## src/include/mmhc_cfg.svh

```systemverilog
// Offsets, field positions, reset values and limits of the miscellaneous
// memory and host control block. Definitions only.
`ifndef MMHC_CFG_SVH
`define MMHC_CFG_SVH

// Register indices; byte address is the index times four
`define MMHC_MISC_IDX    8'h72
`define MMHC_HUBCFG_IDX  8'h50
`define MMHC_APCTL_IDX   8'h51

// Reset values
`define MMHC_MISC_RST    16'h0000
`define MMHC_HUBCFG_RST  1'h0
`define MMHC_APCTL_RST   1'h0

// Field positions of misc_control
`define MMHC_B_PC133     15
`define MMHC_B_BYPASS    13
`define MMHC_B_CPC       11
`define MMHC_F_RD_HI     7
`define MMHC_F_RD_LO     6
`define MMHC_F_WR_HI     5
`define MMHC_F_WR_LO     4
`define MMHC_B_LOCK      3
`define MMHC_B_BNR       1
`define MMHC_B_GTT       0

// Writable bits, and bits frozen by the lock
`define MMHC_MISC_WMASK  16'hA8FB
`define MMHC_LOCK_MASK   16'h00F8

// Own registers: field positions
`define MMHC_B_FREQ      2
`define MMHC_B_APCTL     0

// Throttle window and slot limits (8 slots = 800 MB/s)
`define MMHC_THR_SLOTS   4'h8
`define MMHC_RD_LIM_0    4'h8
`define MMHC_RD_LIM_1    4'h7
`define MMHC_RD_LIM_2    4'h6
`define MMHC_RD_LIM_3    4'h5
`define MMHC_WR_LIM_0    4'h8
`define MMHC_WR_LIM_1    4'h5
`define MMHC_WR_LIM_2    4'h4
`define MMHC_WR_LIM_3    4'h3

// Default in-order queue depth
`define MMHC_IOQ_DEPTH   4'h8

`endif

```

## src/include/mmhc_pkg.sv

```systemverilog
// Types of the miscellaneous memory and host control block.
// Assumes mmhc_cfg.svh is on the include path.
package mmhc_pkg;

  typedef enum logic {
    MMHC_IDLE,
    MMHC_ACK
  } mmhc_fsm_t;

  typedef struct packed {
    mmhc_fsm_t   fsm;
    logic        wait_r;
    logic [31:0] rdata;
    logic [15:0] misc;
    logic        freq_sel;
    logic        gfx;
    logic        bypass;
    logic        cpc;
    logic        bnr_la;
    logic        gtt32;
  } mmhc_state_t;

  typedef struct packed {
    logic [3:0] slot;
    logic       grant;
  } mmhc_thr_t;

  typedef struct packed {
    logic       bnr;
  } mmhc_bnr_t;

endpackage : mmhc_pkg

```

## src/hdl/mmhc_misc_control.sv

```systemverilog
// Miscellaneous memory and host control register with its consumers.
// Assumes an Avalon-MM master on clk, and memory and host logic on clk.
//
// Our own choice: the Avalon-MM slave port.
`timescale 1ns/100ps
`include "mmhc_cfg.svh"
module mmhc_misc_control import mmhc_pkg::*; #(
  parameter logic [3:0] IOQ_DEPTH = `MMHC_IOQ_DEPTH
) (
  input  wire logic        clk,
  input  wire logic        sys_rst,
  input  wire logic        ce,
  // Avalon-MM slave, byte addressed
  input  wire logic [9:0]  avs_address,
  input  wire logic        avs_read,
  input  wire logic        avs_write,
  input  wire logic [31:0] avs_writedata,
  input  wire logic [3:0]  avs_byteenable,
  output logic [31:0]      avs_readdata,
  output logic             avs_waitrequest,
  // Memory controller side
  input  wire logic        rd_req,
  input  wire logic        wr_req,
  input  wire logic        cpc_req,
  output logic             rd_grant,
  output logic             wr_grant,
  output logic             cpc_allow,
  output logic             transmit_bypass,
  output logic             memory_freq_133,
  // Host transaction unit side
  input  wire logic [3:0]  ioq_level,
  input  wire logic [3:0]  ioq_retiring,
  output logic             block_new_requests,
  // Graphics side
  output logic             graphics_mode,
  output logic             gtt_window_32mb
);

  localparam logic [9:0] MISC_ADDR   = {`MMHC_MISC_IDX, 2'b00};
  localparam logic [9:0] HUBCFG_ADDR = {`MMHC_HUBCFG_IDX, 2'b00};
  localparam logic [9:0] APCTL_ADDR  = {`MMHC_APCTL_IDX, 2'b00};

  mmhc_state_t s_r;
  mmhc_state_t s_nxt;

  logic [3:0]  rd_limit;
  logic [3:0]  wr_limit;
  logic        sel_misc;
  logic        sel_hub;
  logic        sel_ap;
  logic        wr_take;
  logic [15:0] misc_wmask;
  logic [15:0] misc_lanes;
  logic [15:0] misc_next;
  logic        freq_wr_ok;
  logic        cpc_allow_r;

  // Slot limit for the read throttle field
  function automatic logic [3:0] rd_lim(input logic [1:0] f);
    logic [3:0] l;
    unique case (f)
      2'h0: l = `MMHC_RD_LIM_0;
      2'h1: l = `MMHC_RD_LIM_1;
      2'h2: l = `MMHC_RD_LIM_2;
      2'h3: l = `MMHC_RD_LIM_3;
    endcase
    return l;
  endfunction : rd_lim

  // Slot limit for the write throttle field
  function automatic logic [3:0] wr_lim(input logic [1:0] f);
    logic [3:0] l;
    unique case (f)
      2'h0: l = `MMHC_WR_LIM_0;
      2'h1: l = `MMHC_WR_LIM_1;
      2'h2: l = `MMHC_WR_LIM_2;
      2'h3: l = `MMHC_WR_LIM_3;
    endcase
    return l;
  endfunction : wr_lim

  // Byte lanes of the 16-bit register that the access enables
  function automatic logic [15:0] lane_mask(input logic [3:0] be);
    return {{8{be[1]}}, {8{be[0]}}};
  endfunction : lane_mask

  // Address decode
  always_comb begin
    sel_misc = (avs_address == MISC_ADDR);
    sel_hub  = (avs_address == HUBCFG_ADDR);
    sel_ap   = (avs_address == APCTL_ADDR);
  end

  // A write takes effect only in the cycle waitrequest is low
  always_comb begin
    wr_take = (s_r.fsm == MMHC_ACK) && avs_write;
  end

  // Throttle limits from the current fields
  always_comb begin
    rd_limit = rd_lim(s_r.misc[`MMHC_F_RD_HI:`MMHC_F_RD_LO]);
    wr_limit = wr_lim(s_r.misc[`MMHC_F_WR_HI:`MMHC_F_WR_LO]);
  end

  // Writable bits of misc_control for this access
  always_comb begin
    misc_wmask = `MMHC_MISC_WMASK;
    if (s_r.misc[`MMHC_B_LOCK]) begin
      misc_wmask = misc_wmask & ~`MMHC_LOCK_MASK;
    end
    misc_lanes = misc_wmask & lane_mask(avs_byteenable);
  end

  // Merge of old value and write data
  always_comb begin
    misc_next = s_r.misc;
    if (wr_take && sel_misc) begin
      misc_next = (s_r.misc & ~misc_lanes) | (avs_writedata[15:0] & misc_lanes);
    end
    // Lock is sticky: a set bit survives any write
    misc_next[`MMHC_B_LOCK] = misc_next[`MMHC_B_LOCK] | s_r.misc[`MMHC_B_LOCK];
    misc_next = misc_next & `MMHC_MISC_WMASK;
  end

  // Frequency select may change in port mode, or in graphics mode with bit15
  always_comb begin
    freq_wr_ok = !s_r.gfx || s_r.misc[`MMHC_B_PC133];
  end

  always_comb begin
    s_nxt = s_r;
    s_nxt.misc = misc_next;

    // Own register holding the memory frequency select
    if (wr_take && sel_hub && avs_byteenable[0] && freq_wr_ok) begin
      s_nxt.freq_sel = avs_writedata[`MMHC_B_FREQ];
    end
    // Hard zero while graphics mode keeps memory at 100 MHz
    if (s_r.gfx && !s_r.misc[`MMHC_B_PC133]) begin
      s_nxt.freq_sel = 1'b0;
    end

    // Own register holding the aperture control mode bit
    if (wr_take && sel_ap && avs_byteenable[0]) begin
      s_nxt.gfx = avs_writedata[`MMHC_B_APCTL];
    end

    // Transmit stage: forced bypass, else bypass only at 100 MHz
    s_nxt.bypass = s_r.misc[`MMHC_B_BYPASS] || !s_r.freq_sel;

    // Command-per-clock mask
    s_nxt.cpc = s_r.misc[`MMHC_B_CPC];

    // Lookahead enable for the host unit
    s_nxt.bnr_la = s_r.misc[`MMHC_B_BNR];

    // Window size only means something in graphics mode
    s_nxt.gtt32 = s_r.gfx && s_r.misc[`MMHC_B_GTT];

    // Bus handshake
    unique case (s_r.fsm)
      MMHC_IDLE: begin
        s_nxt.wait_r = 1'b1;
        if (avs_read || avs_write) begin
          s_nxt.fsm    = MMHC_ACK;
          s_nxt.wait_r = 1'b0;
          s_nxt.rdata  = 32'h0000_0000;
          // Unmapped addresses read zero and ignore writes
          if (sel_misc) begin
            s_nxt.rdata[15:0] = s_r.misc;
          end else if (sel_hub) begin
            s_nxt.rdata[`MMHC_B_FREQ] = s_r.freq_sel;
          end else if (sel_ap) begin
            s_nxt.rdata[`MMHC_B_APCTL] = s_r.gfx;
          end
        end
      end
      MMHC_ACK: begin
        s_nxt.fsm    = MMHC_IDLE;
        s_nxt.wait_r = 1'b1;
      end
    endcase
  end

  always_ff @(posedge clk) begin
    if (sys_rst) begin
      s_r.fsm      <= MMHC_IDLE;
      s_r.wait_r   <= 1'b1;
      s_r.rdata    <= 32'h0000_0000;
      s_r.misc     <= `MMHC_MISC_RST;
      s_r.freq_sel <= `MMHC_HUBCFG_RST;
      s_r.gfx      <= `MMHC_APCTL_RST;
      s_r.bypass   <= 1'b1;
      s_r.cpc      <= 1'b0;
      s_r.bnr_la   <= 1'b0;
      s_r.gtt32    <= 1'b0;
    end else if (ce) begin
      s_r <= s_nxt;
    end
  end

  // Command-per-clock grant; registered so the port comes from a flop
  always_ff @(posedge clk) begin
    if (sys_rst) begin
      cpc_allow_r <= 1'b0;
    end else if (ce) begin
      cpc_allow_r <= cpc_req && !s_r.cpc;
    end
  end

  mmhc_throttle #(
    .SLOTS (`MMHC_THR_SLOTS)
  ) u_rd_thr (
    .clk     (clk),
    .sys_rst (sys_rst),
    .ce      (ce),
    .limit   (rd_limit),
    .req     (rd_req),
    .grant   (rd_grant)
  );

  mmhc_throttle #(
    .SLOTS (`MMHC_THR_SLOTS)
  ) u_wr_thr (
    .clk     (clk),
    .sys_rst (sys_rst),
    .ce      (ce),
    .limit   (wr_limit),
    .req     (wr_req),
    .grant   (wr_grant)
  );

  mmhc_bnr #(
    .DEPTH (IOQ_DEPTH)
  ) u_bnr (
    .clk                (clk),
    .sys_rst            (sys_rst),
    .ce                 (ce),
    .lookahead          (s_r.bnr_la),
    .ioq_level          (ioq_level),
    .retiring           (ioq_retiring),
    .block_new_requests (block_new_requests)
  );

  assign avs_readdata    = s_r.rdata;
  assign avs_waitrequest = s_r.wait_r;
  assign cpc_allow       = cpc_allow_r;
  assign transmit_bypass = s_r.bypass;
  assign memory_freq_133 = s_r.freq_sel;
  assign graphics_mode   = s_r.gfx;
  assign gtt_window_32mb = s_r.gtt32;

endmodule : mmhc_misc_control

```

## src/hdl/mmhc_throttle.sv

```systemverilog
// Bandwidth throttle: grants at most LIMIT of every SLOTS cycles.
// Assumes request and limit come from logic on the same clock.
`timescale 1ns/100ps
`include "mmhc_cfg.svh"
module mmhc_throttle import mmhc_pkg::*; #(
  parameter logic [3:0] SLOTS = `MMHC_THR_SLOTS
) (
  input  wire logic       clk,
  input  wire logic       sys_rst,
  input  wire logic       ce,
  input  wire logic [3:0] limit,
  input  wire logic       req,
  output logic            grant
);

  mmhc_thr_t s_r;
  mmhc_thr_t s_nxt;

  always_comb begin
    s_nxt = s_r;
    s_nxt.slot = (s_r.slot == SLOTS - 4'h1) ? 4'h0 : s_r.slot + 4'h1;
    // Slots beyond the limit stay idle, capping the average rate
    s_nxt.grant = req && (s_r.slot < limit);
  end

  always_ff @(posedge clk) begin
    if (sys_rst) begin
      s_r <= '0;
    end else if (ce) begin
      s_r <= s_nxt;
    end
  end

  assign grant = s_r.grant;

endmodule : mmhc_throttle

```

## src/hdl/mmhc_bnr.sv

```systemverilog
// Block-new-requests generator for the host transaction unit.
// Assumes queue level and retiring count come from the same clock.
`timescale 1ns/100ps
`include "mmhc_cfg.svh"
module mmhc_bnr import mmhc_pkg::*; #(
  parameter logic [3:0] DEPTH = `MMHC_IOQ_DEPTH
) (
  input  wire logic       clk,
  input  wire logic       sys_rst,
  input  wire logic       ce,
  input  wire logic       lookahead,
  input  wire logic [3:0] ioq_level,
  input  wire logic [3:0] retiring,
  output logic            block_new_requests
);

  mmhc_bnr_t s_r;
  mmhc_bnr_t s_nxt;
  logic [3:0] eff_level;

  always_comb begin
    s_nxt = s_r;
    // Lookahead leaves out entries whose data is already leaving
    eff_level = ioq_level;
    if (lookahead) begin
      eff_level = (retiring > ioq_level) ? 4'h0 : ioq_level - retiring;
    end
    s_nxt.bnr = (eff_level >= DEPTH - 4'h1);
  end

  always_ff @(posedge clk) begin
    if (sys_rst) begin
      s_r <= '0;
    end else if (ce) begin
      s_r <= s_nxt;
    end
  end

  assign block_new_requests = s_r.bnr;

endmodule : mmhc_bnr

```

## config.mk

```make
export PLATFORM = sky130hd
export DESIGN_NAME = mmhc_misc_control
export DESIGN_NICKNAME = d
export VERILOG_FILES = /design/src/include/mmhc_pkg.sv /design/src/hdl/mmhc_misc_control.sv /design/src/hdl/mmhc_throttle.sv /design/src/hdl/mmhc_bnr.sv
export VERILOG_INCLUDE_DIRS = /design/src /design/src/include
export SDC_FILE = /design/constraint.sdc
export NUM_CORES = 1
export LEC_CHECK = 0
export BUFFER_PORTS_ARGS = -buffer_cell sky130_fd_sc_hd__buf_2
export CORE_MARGIN = 2
export CORE_UTILIZATION = 43
export DETAILED_ROUTE_END_ITERATION = 7
export GPL_ROUTABILITY_DRIVEN = 0
export MAX_ROUTING_LAYER = met4
export PLACE_DENSITY = 0.85
export SETUP_SLACK_MARGIN = 0.15
export SLEW_MARGIN = 10
export SYNTH_ARGS = -nofsm -noshare
export SYNTH_HDL_FRONTEND = slang
export SYNTH_SLANG_ARGS = --single-unit
export TNS_END_PERCENT = 50
```

## constraint.sdc

```tcl
create_clock -name clk -period 1.74 [get_ports clk]
set_input_delay 0.261 -clock clk [delete_from_list [all_inputs] [get_ports clk]]
set_output_delay 0.261 -clock clk [all_outputs]
set_load 0.02 [all_outputs]
```

[Word level (Yosys, flattened, before mapping)]
Index checks and enable logic that the tools add are counted.
Storage, ports and cells
  register bits after elaboration: 46
  input bits: 62
  output and inout bits: 41
  logic and storage cells: 87
Cells by class
  add/subtract/negate cells: 3
  order comparisons: 4
  equality and inequality tests: 11
  muxes and demuxes: 19
  bitwise logic cells: 7
  reductions and logical operators: 26
Operator list (count)
  $and A16 B16 Y16: 3
  $mux W34: 1
  $pmux W4 S4: 2
  $eq A10 B9 Y1 const B: 3
  $mux W4: 5
  $not A16 Y16: 1
  $or A16 B16 Y16: 1
  $mux W13: 1
  $logic_and A1 B1 Y1: 12
  $add A4 B1 Y4 const B: 2
  $eq A2 B2 Y1 const B: 4
  $eq A4 B3 Y1 const B: 2
  $lt A4 B4 Y1: 2
  $mux W1: 8
  $mux W8: 1
  $reduce_and A2 Y1: 3
  $eq A2 B1 Y1 const B: 2
  $ge A4 B3 Y1 const B: 1
  $gt A4 B4 Y1: 1
  $logic_not A1 Y1: 4
  $logic_not A2 Y1: 2
  $pmux W2 S2: 1
  $sub A4 B4 Y4: 1
  $logic_or A1 B1 Y1: 3
  4 further kinds: 4

[Logic depth before layout (Yosys ltp)]
Gate-level depths: netlist of the first run.
  word-level depth: 7
  depth in mapped cells: 8
  gate-level depth less buffers: 8

[Hierarchy]
From an unflattened synthesis of the first run, not the netlist that was laid out.
Second synthesis, totals
  cells, all modules: 274
  area, all modules: 2446.1 µm²
By module, submodules not included
  mmhc_misc_control: times used 1, cells each 178, area each 1619.1 µm², sequential area each 600.6 µm²
  mmhc_throttle: times used 2, cells each 35, area each 306.5 µm², sequential area each 100.1 µm²
  mmhc_bnr: times used 1, cells each 26, area each 214.0 µm², sequential area each 20.0 µm²

[Worst setup path before layout of the first run]
OpenSTA, ideal clock, no wires.
  kind: input port to flip-flop
  from: input ioq_level[0]
  to: register u_bnr.s_r, in the netlist u_bnr.block_new_requests
  setup time: 0.115 ns
  arrival: 1.571 ns
  required time: 1.625 ns
  path slack: 0.054 ns
  stages on the path: 8
  buffers on the path: 0
  cells stage by stage: inv_1 > ha_1 > inv_1 > fa_1 > xor2_1 > a221oi_1 > a311oi_1 > o21a_1
On the way
  cells in the longest elaborated chain, start to end: 4
  elaborated cells on any way between the ends: 5
Ends and longest elaborated chain
  from (decl): line mmhc_misc_control.sv:31  | input wire logic [3:0] ioq_level,
  $sub A4 B4 Y4 or $gt A4 B4 Y1 (tied branches): line mmhc_bnr.sv:26  | eff_level = (retiring > ioq_level) ? 4'h0 : ioq_level - retiring;
  $mux W4: line mmhc_bnr.sv:26
  $mux W4 *: line mmhc_bnr.sv:25  | if (lookahead) begin
  $ge A4 B3 Y1 *: line mmhc_bnr.sv:28  | s_nxt.bnr = (eff_level >= DEPTH - 4'h1);
  to (signal assigned): line mmhc_bnr.sv:35  | s_r <= s_nxt;
  to (decl): line mmhc_bnr.sv:17  | mmhc_bnr_t s_r;
Every way passes the cells marked *; elsewhere a longest branch is shown, timed or not.
A chain may end at the register's enable or synchronous reset.

[Worst setup path after layout of the first run]
Same ends and word-level chain as after synthesis.

==> results of run 1 <==
==> through the flow <==
| stage | cell area [sq um] | setup WS, ns | hold WS [ns] | util |
|---|---|---|---|---|
| 6_report | 2730 | 0.196 | 0.194 | 0.531 |
| 2_1_floorplan | 2400 | 0.0847 | 0.402 | - |
| 3_5_place_dp | 2610 | -0.125 | 0.456 | 0.508 |
| 3_3_place_gp | 2610 | -0.0943 | 0.439 | 0.508 |
| 4_1_cts | 2730 | 0.190 | 0.195 | 0.530 |
| 5_1_grt | 2730 | 0.135 | 0.218 | 0.531 |
==> report_power, final <==
part           total [W]  internal [W]  leakage, nW  switching, W
registers       0.000975      0.000957        0.334     0.0000180
clock network   0.000785      0.000467       0.0585      0.000318
logic           0.000269      0.000107        0.866      0.000163
total            0.00203       0.00153         1.26      0.000498
==> critical path, delay by kind of cell <==
family	cells	cell delay (ns)
compound gates	3	0.58
simple gates	1	0.14
buf+inv	3	0.22
fa+ha+maj	2	0.54
==> cells in the mapped netlist (2+ instances only) <==
cell type / number / area [sq um]
inv_1: 21 / 78.8
clkbuf_1: 5 / 18.8
nor2_1: 25 / 93.8
mux2i_1: 12 / 120
a21oi_1: 11 / 55.1
nand2b_1: 2 / 12.5
xor2_1: 3 / 26.3
or3_1: 4 / 25.0
a22o_1: 9 / 78.8
nand3b_1: 5 / 37.5
a31oi_1: 3 / 18.8
buf_4: 32 / 240
o21ai_0: 4 / 20.0
nor3_1: 4 / 20.0
nand2_1: 13 / 48.8
nor4_1: 3 / 18.8
ha_1: 19 / 238
nand4_1: 5 / 31.3
o31a_1: 2 / 17.5
a211oi_1: 3 / 22.5
nor2b_1: 3 / 18.8
or4_1: 2 / 15.0
o31ai_1: 5 / 37.5
nand4b_1: 4 / 35.0
dfxtp_1: 41 / 821
==> final timing paths <==
check / to / startpoint
worst max register to register: u_rd_thr.grant$_SDFFE_PP0P_ / flop
worst min register to register: avs_readdata[2]$_SDFFE_PP0P_ / avs_readdata[2]$_SDFFE_PP0P_
worst max-delay path: u_bnr.block_new_requests$_SDFFE_PP0P_ / ioq_level[0]
worst min-delay path: s_r[9]$_SDFFE_PP0P_ / avs_writedata[3]
==> metal layers <==
layer,part of all wire,track usage,vias up
met3,0.077,0.0506,7
li1,-,-,970
met2,0.49,0.287,77
met5,0,-,-
met4,0.014,0.0679,0
met1,0.42,0.191,862
==> final cells by class <==
class,instances,area [sq um],area share
Tap cell,70,87.6,0.0321
Clock inverter,1,30.0,0.0110
Inverter,21,83.8,0.0307
Multi-Input combinational cell,177,1230,0.451
Timing Repair Buffer,71,388,0.142
Clock buffer,7,86.3,0.0316
Sequential cell,41,823,0.302
==> cell families after synthesis <==
logic type / after synthesis / synth area share
xor+xnor: 3 / 0.0114
compound gates: 45 / 0.136
other cells: 1 / 0.00163
buf+inv: 59 / 0.149
simple gates: 76 / 0.180
mux: 12 / 0.0523
fa+ha+maj: 20 / 0.112
flops: 41 / 0.357
==> key figures, run 1 <==
Place
  • Placed insts: 380
  • DP HPWL: 3730 microns
  • # port buffers: 58

Detailed routing
  • DRC: 0
  • Routed vias/inst: 4.94
  • Wire length per cell: 12.5 microns
  • Routed WL: 4850 microns
  • DRT Pass-1 Iters: 4
  • Initial drt markers: 82
  • Vias: 1916
  • Post-route ant nets: 0

Worst hold path
  • Worst min path class: input pin to flop
  • WHS Path Cells: 3

Timing
  • Clock skew: 0.00366 ns
  • Setup-failing EPs final: 0
  • Hold Vio Cnt, Final: 0
  • Final min period: 1.54 ns
  • Final worst-path cycle share: 0.887
  • RSZ-0062 raised after global routing: yes
  • Max Fclk: 0.648 GHz
  • Setup_tns: 0 ns
  • Slew Viols, Final: 0

Synthesis
  • Share of the yosys chip area belonging to registers: 0.357
  • Post-synth EDFFs: 0
  • Distinct cell type count after synthesis: 42
  • Syn avg cell area: 8.93 sq um
  • Ys async rst share: 0
  • Mapped cell area: 0.00230 sq mm
  • Synthesis-stage register bit count: 41
  • Ys Warns: 0
  • Post-Syn Instances: 257
  • Synth Flop Type: dfxtp_1

Floorplan
  • IO Count: 103
  • Row cnt: 26
  • Starting Density: 0.447
  • Core ar.: 0.00514 sq mm
  • Die height: 77.1 microns
  • Die X: 77.1 microns
  • Die ar.: 0.00594 sq mm

Final layout
  • Commonest non-fill, non-tap cell in the layout: buf_2
  • Finished Layout Cells: 388
  • Synth-to-layout area growth: 18.9%
  • Fillcell total: 469
  • NumNets Final: 399
  • Fraction of layout instances using a drive strength above 1: 0.274
  • Most frequent cells in the layout: 58 x buf_2, 39 x dfxtp_1, 25 x nor2_1, 21 x conb_1, 19 x inv_1
  • N_diodes: 0

Worst setup path
  • R2R depth: 6
  • CP Cell Sequence: buf_2 -> inv_6 -> ha_4 -> inv_2 -> fa_2 -> nor2b_1 -> a221oi_1 -> a311oi_1 -> o21a_1
  • Worst reg2reg setup slack: 0.21 ns
  • CP arrival: 1.74 ns
  • Required @ worst endpoint: 1.94 ns
  • CP Capture Type: flop
  • Critical path class: input pin to flop
  • CP Max Fanout: 2
  • Setup crit start kind: input pin
  • Max stage delay on crit path: 0.43 ns
  • CP max stage cell: fa_2

GRT
  • GRT Residual Overflow: 0
  • Number of global-route vias before repair: 1792
  • Tot GR Track Use: 0.171
  • Largest net degree at the start of global routing: 27
  • First-pass GRT wire length: 7920 microns
  • Initial antenna violation count: 0

Status
  • Status: finished clean

Clock tree
  • Post-CTS setup buffer count: 0
  • Clock transition at path regs: 0.07 ns
  • Post-cts resize count: 0
  • TritonCTS buffer count: 5
  • Worst-Skew Late Latency: 0.30 ns
  • TritonCTS clock tree: done
  • Hold Buf Count CTS: 0
  • Clock Sink Count: 41
  • H-tree level count: 2
  • Clock buffer depth: 2
  • Root Driver: clkbuf_8

Pwr
  • Worst VDD drop: 0.297 mV
  • Total power: 0.00203 W
  • Power density cells: 744 mW/mm^2
  • Static Leak: 1.26 nW

Flow run
  • Max Cap Viol: 0
Note: power is estimated with default switching activity, not from simulation.
==> run 2: changes to the inputs <==
CELL_PAD_IN_SITES_DETAIL_PLACEMENT = 1   (was default)
CELL_PAD_IN_SITES_GLOBAL_PLACEMENT = 1   (was default)
CORE_UTILIZATION = 30   (was 43)
PLACE_DENSITY = 0.83   (was 0.85)
==> run 2 against run 1 <==
Net effect:
- combinational power rose by 6%
- sequential power about the same
- clock-buffer cell count fell by 2
- core utilization down 16 points
- setup slack gained 0.0080 ns
- power down 10%
- sequential share of layout area is 0.31 points lower
- cell count rose by 7.2%
- first-iteration DRC count down 28%
- critical path type unchanged
- largest cell class unchanged
==> key figures, run 2 (synthesis gave the netlist of run 1 again) <==
Clock tree
  • Clock Sink Count: 41 (unchanged)
  • Clock transition at path regs: 0.07 ns (about the same)
  • TritonCTS buffer count: 5 (unchanged)
  • Worst-Skew Late Latency: 0.28 ns (-0.02 ns)
  • Clock buffer depth: 2 (unchanged)
  • Post-CTS setup buffer count: 0 (unchanged)
  • Root Driver: clkbuf_8
  • H-tree level count: 2 (unchanged)
  • Hold Buf Count CTS: 0 (unchanged)
  • TritonCTS clock tree: done

Worst setup path
  • CP Max Fanout: 4 (+2)
  • Setup crit start kind: input pin
  • CP Capture Type: flop
  • CP arrival: 1.70 ns (-0.04 ns)
  • CP Launch Point: avs_address[1]
  • Required @ worst endpoint: 1.90 ns (-0.04 ns)
  • Critical path class: input pin to flop

Place
  • Placed inst area: 0.00267 sq mm (+2.2%)
  • # port buffers: 58 (unchanged)
  • DP HPWL: 4680 microns (+26%)
  • Placed insts: 410 (+7.9%)
  • Setup slack at placement: -0.181 ns (-0.0565 ns)

Final layout
  • Design area: 0.00275 sq mm (+0.87%)
  • Fillcell total: 884 (+88%)
  • Fraction of layout instances using a drive strength above 1: 0.278 (+0.00402)
  • NumNets Final: 400 (+0.25%)
  • Synth-to-layout area growth: 19.9%
  • Storage element area: 822 sq um (-0.15%)
  • Commonest non-fill, non-tap cell in the layout: buf_2
  • Most frequent cells in the layout: 58 x buf_2, 40 x dfxtp_1, 25 x nor2_1, 21 x conb_1, 19 x inv_1
  • Footprint of the multi-input gates: 0.00124 sq mm (+0.92%)
  • Final Core Density: 0.375 (-0.155)
  • Finished Layout Cells: 416 (+7.2%)
  • N_diodes: 0 (unchanged)

Pwr
  • Combinational power share: 0.156 (+0.023)
  • Flop pwr share: 0.536 (+0.056)
  • Sw Ratio: 0.267 (+0.0218)
  • Total power: 0.00182 W (-10%)
  • Power density cells: 660 mW/mm^2 (-11%)
  • Static Leak: 1.25 nW (-0.69%)
  • Clk network pwr share: 0.308 (-0.079)
  • Worst VDD drop: 0.258 mV (-13%)
  • Cell-internal power: 0.00133 W (-13%)
  • Net switching power: 0.000486 W (-2.5%)

Worst hold path
  • Worst min path class: input pin to flop
  • Min-delay src: avs_writedata[13]

Detailed routing
  • Initial drt markers: 59 (-28%)
  • DRC: 0 (unchanged)
  • DRT Pass-1 Iters: 4 (unchanged)
  • Routed vias/inst: 4.83 (-2.2%)
  • Vias: 2009 (+4.9%)
  • Wire length per cell: 13.7 microns (+9.6%)
  • Routed WL: 5710 microns (+18%)
  • Post-route ant nets: 0 (unchanged)

Timing
  • Clock skew: 0.00571 ns (+0.00206 ns)
  • Hold Vio Cnt, Final: 0 (unchanged)
  • Slew Viols, Final: 0 (unchanged)
  • Setup-failing EPs final: 0 (unchanged)
  • Slew at the pin closest to its max-slew limit: 0.562 ns
  • Final worst-path cycle share: 0.883 (-0.00462)
  • Max Fclk: 0.651 GHz (+0.52%)
  • Setup WS post-layout: 0.204 ns (+0.00804 ns)
  • Relative slew slack: 0.624
  • RSZ-0062 raised after global routing: yes
  • Final min period: 1.54 ns (-0.00804 ns)

GRT
  • Tot GR Track Use: 0.142 (-0.0290)
  • GRT Residual Overflow: 0 (unchanged)
  • Number of global-route vias before repair: 2079 (+16%)
  • First-pass GRT wire length: 9320 microns (+18%)
  • Initial antenna violation count: 0 (unchanged)
  • Largest net degree at the start of global routing: 22 (-19%)

Floorplan
  • Starting Density: 0.313 (-0.133)
  • Die X: 91.5 microns (+19%)
  • IO Count: 103 (unchanged)
  • Row cnt: 31 (+19%)
  • Die ar.: 0.00837 sq mm (+41%)
  • Core ar.: 0.00733 sq mm (+43%)
  • Die height: 91.5 microns (+19%)

Status
  • Status: finished clean

Flow run
  • Max Cap Viol: 0 (unchanged)
==> run 2: final timing paths <==
path | to | cells after the start | slack, ns
hold reg to reg | avs_readdata[2]$_SDFFE_PP0P_ | 2 | 0.46
setup / recovery | flop | 7 | 0.20
hold / removal | flop | 3 | 0.22
setup reg to reg | u_rd_thr.grant$_SDFFE_PP0P_ | 6 | 0.22
==> run 2: final cells by class <==
cell class | count | share of cell area
Multi-Input combinational cell | 177 | 0.451
Sequential cell | 41 | 0.299
Timing Repair Buffer | 72 | 0.148
Tap cell | 99 | 0.0450
Inverter | 21 | 0.0305
Clock buffer | 5 | 0.0250
Clock inverter | 1 | 0.00182
==> run 2: per-stage QoR <==
step	hold slack [ns]	TNS (ns)
6_report	0.219	0
5_1_grt	0.238	0
3_3_place_gp	0.443	-0.164
2_1_floorplan	0.402	0
3_5_place_dp	0.449	-0.349
4_1_cts	0.212	0
==> run 2: repair_timing <==
item / 4_1_cts / 5_1_grt
gates resized for setup: 0 / 3
pin swaps: 3 / 1
setup endpoints to repair: 1 / 2
==> run 2: power by group through the flow <==
stage,Sequential [W],Clock [W],Combinational [W]
final,0.000975,0.000559,0.000284
after global routing,0.000977,0.000633,0.000314
after CTS,0.000974,0.000584,0.000280
after detailed placement,0.000996,0,0.000279
after global placement,0.000995,0,0.000264
after floorplan,0.00100,0,0.000199
==> run 2: layer usage <==
metal / up-vias / share of wire / GRT usage
li1: 974 / - / -
met1: 958 / 0.40 / 0.149
met2: 61 / 0.52 / 0.257
met3: 16 / 0.050 / 0.0257
met4: 0 / 0.029 / 0.0644
met5: - / 0 / -
==> run 2: critical path: stages <==
cell and delay, ns:
buf_2 0.09, or3_4 0.40, buf_4 0.15, nor4_1 0.30, buf_4 0.20, mux2i_1 0.22, nor2_1 0.07
==> run 3: changes to the inputs <==
BUFFER_PORTS_ARGS = -buffer_cell sky130_fd_sc_hd__buf_4   (was -buffer_cell sky130_fd_sc_hd__buf_2)
RECOVER_POWER = 50   (was default)
==> run 3 against run 2 <==
Net effect:
- die area stayed put
- non-clock buffer count down 1
- cell count did not move
- largest power group unchanged
==> key figures, run 3 (synthesis gave the netlist of run 1 again) <==
Status
  • Status: finished clean

GRT
  • Largest net degree at the start of global routing: 40 (+82%)
  • Initial antenna violation count: 0 (unchanged)
  • Number of global-route vias before repair: 1993 (-4.1%)
  • GRT Residual Overflow: 0 (unchanged)
  • Tot GR Track Use: 0.152 (+0.0102)
  • First-pass GRT wire length: 9780 microns (+5.0%)

Worst setup path
  • CP Cell Sequence: buf_4 -> or3_4 -> or4_4 -> or4_1 -> a21oi_1
  • Setup crit start kind: input pin
  • Required @ worst endpoint: 1.96 ns (+0.06 ns)
  • CP arrival: 1.77 ns (+0.07 ns)
  • Critical path class: input pin to flop
  • CP Max Fanout: 3 (-1)
  • Worst reg2reg setup slack: 0.23 ns (about the same)
  • Worst path top cell family by delay: simple AND/OR/NAND/NOR gates
  • Crit path buf inv count: 1 (-2)
  • CP Capture Type: flop
  • CP max stage cell: or4_4
  • Max stage delay on crit path: 0.44 ns (+0.04 ns)

Final layout
  • Design area: 0.00284 sq mm (+3.3%)
  • Fraction of layout instances using a drive strength above 1: 0.218 (-0.0599)
  • Footprint of the multi-input gates: 0.00124 sq mm (unchanged)
  • Storage element area: 825 sq um (+0.30%)
  • Fillcell total: 877 (-0.79%)
  • Synth-to-layout area growth: 23.9%
  • NumNets Final: 399 (-0.25%)
  • Commonest non-fill, non-tap cell in the layout: buf_4
  • N_diodes: 0 (unchanged)
  • Most frequent cells in the layout: 49 x buf_4, 38 x dfxtp_1, 25 x nor2_1, 21 x conb_1, 21 x clkbuf_1

Pwr
  • Total power: 0.00203 W (+12%)
  • Static Leak: 1.21 nW (-3.1%)
  • Power density cells: 714 mW/mm^2 (+8.1%)
  • Worst VDD drop: 0.246 mV (-4.3%)

Clock tree
  • H-tree level count: 2 (unchanged)
  • Worst-Skew Late Latency: 0.29 ns (about the same)
  • Post-CTS setup buffer count: 0 (unchanged)
  • Root Driver: clkbuf_8
  • Clock Sink Count: 41 (unchanged)
  • Post-cts resize count: 0 (unchanged)
  • Hold Buf Count CTS: 0 (unchanged)
  • Clock transition at path regs: 0.08 ns (about the same)
  • Clock buffer depth: 2 (unchanged)
  • TritonCTS buffer count: 5 (unchanged)
  • TritonCTS clock tree: done

Worst hold path
  • Worst min path class: input pin to flop

Flow run
  • Max Cap Viol: 0 (unchanged)

Detailed routing
  • Routed WL: 5930 microns (+3.9%)
  • Wire length per cell: 14.3 microns (+3.9%)
  • DRC: 0 (unchanged)
  • Routed vias/inst: 4.72 (-2.3%)
  • Routed length on met1: 2390 microns (+4.0%)
  • Vias: 1963 (-2.3%)
  • Initial drt markers: 54 (-8.5%)
  • DRT Pass-1 Iters: 4 (unchanged)
  • Post-route ant nets: 0 (unchanged)
  • Met2 routed WL: 3190 microns (+8.0%)
  • Highest metal used: met4
  • Met3 wire length: 274 microns (-3.2%)

Floorplan
  • Die X: 91.5 microns (unchanged)
  • Row cnt: 31 (unchanged)
  • Die height: 91.5 microns (unchanged)
  • Starting Density: 0.313 (unchanged)
  • Core ar.: 0.00733 sq mm (unchanged)
  • IO Count: 103 (unchanged)
  • Die ar.: 0.00837 sq mm (unchanged)

Place
  • # port buffers: 58 (unchanged)
  • Placed inst area: 0.00280 sq mm (+5.2%)
  • DP HPWL: 4650 microns (-0.67%)
  • Setup slack at placement: -0.159 ns (+0.0222 ns)

Timing
  • Setup WS post-layout: 0.190 ns (-0.0144 ns)
  • Slew Viols, Final: 0 (unchanged)
  • Hold_ws: 0.216 ns (-0.00287 ns)
  • Slew at the pin closest to its max-slew limit: 0.590 ns (+0.0278 ns)
  • Max Fclk: 0.645 GHz (-0.93%)
  • Final min period: 1.55 ns (+0.0144 ns)
  • Clock skew: 0.00245 ns (-0.00326 ns)
  • Final worst-path cycle share: 0.891 (+0.00826)
  • Relative slew slack: 0.605 (-0.0186)
  • RSZ-0062 raised after global routing: yes
  • Setup-failing EPs final: 0 (unchanged)
  • Hold Vio Cnt, Final: 0 (unchanged)
[run 3: changes by cell type in the layout (fill, tap and decap cells not counted), sizes merged]
cell	delta
clkbuf	+21
bufinv	+1
buf	-22
[run 3: path summary, 6_finish.rpt]
check	from	end	depth (start not counted)
worst max-delay path	avs_address[1]	graphics_mode$_SDFFE_PP0P_	5
worst min-delay path	avs_writedata[0]	flop	3
worst max register to register	flop	u_wr_thr.grant$_SDFFE_PP0P_	6
worst min register to register	cpc_allow$_SDFFE_PP0P_	cpc_allow$_SDFFE_PP0P_	2
[run 3: through the flow]
| stage | std cells | TNS [ns] | util |
|---|---|---|---|
| finish | 416 | 0 | 0.388 |
| global route | 416 | 0 | 0.388 |
| CTS | 416 | 0 | 0.397 |
| detailed placement | 409 | -0.319 | 0.382 |
| global placement | 409 | -0.137 | 0.382 |
| floorplan | 277 | 0 | - |
[run 3: cell type report]
cell class | instances | area share
multi-input cells | 177 | 0.436
flip-flops and latches | 41 | 0.290
repair buffers | 71 | 0.164
well taps | 99 | 0.0436
inverters | 21 | 0.0295
clock buffers | 5 | 0.0242
clock inverters | 2 | 0.0123
[run 3: per-layer routing]
metal | track usage | vias to the layer above
met5 | - | -
met4 | 0.0480 | 0
met3 | 0.0373 | 6
met2 | 0.279 | 46
met1 | 0.158 | 947
li1 | - | 964
[run 3: power breakdown]
group / leakage (nW) / internal (W) / total (W) / switching (W)
Sequential: 0.334 / 0.000956 / 0.000974 / 0.0000178
Clock: 0.0540 / 0.000417 / 0.000753 / 0.000336
Combinational: 0.823 / 0.000131 / 0.000303 / 0.000172
Total: 1.21 / 0.00150 / 0.00203 / 0.000525
[run 3: worst reg2reg max path, cell delays in order (launching register included)]
cell and delay, ns:
dfxtp_1 0.40, inv_1 0.11, ha_1 0.30, inv_1 0.05, ha_1 0.26, nor2_1 0.04
o31a_1 0.26
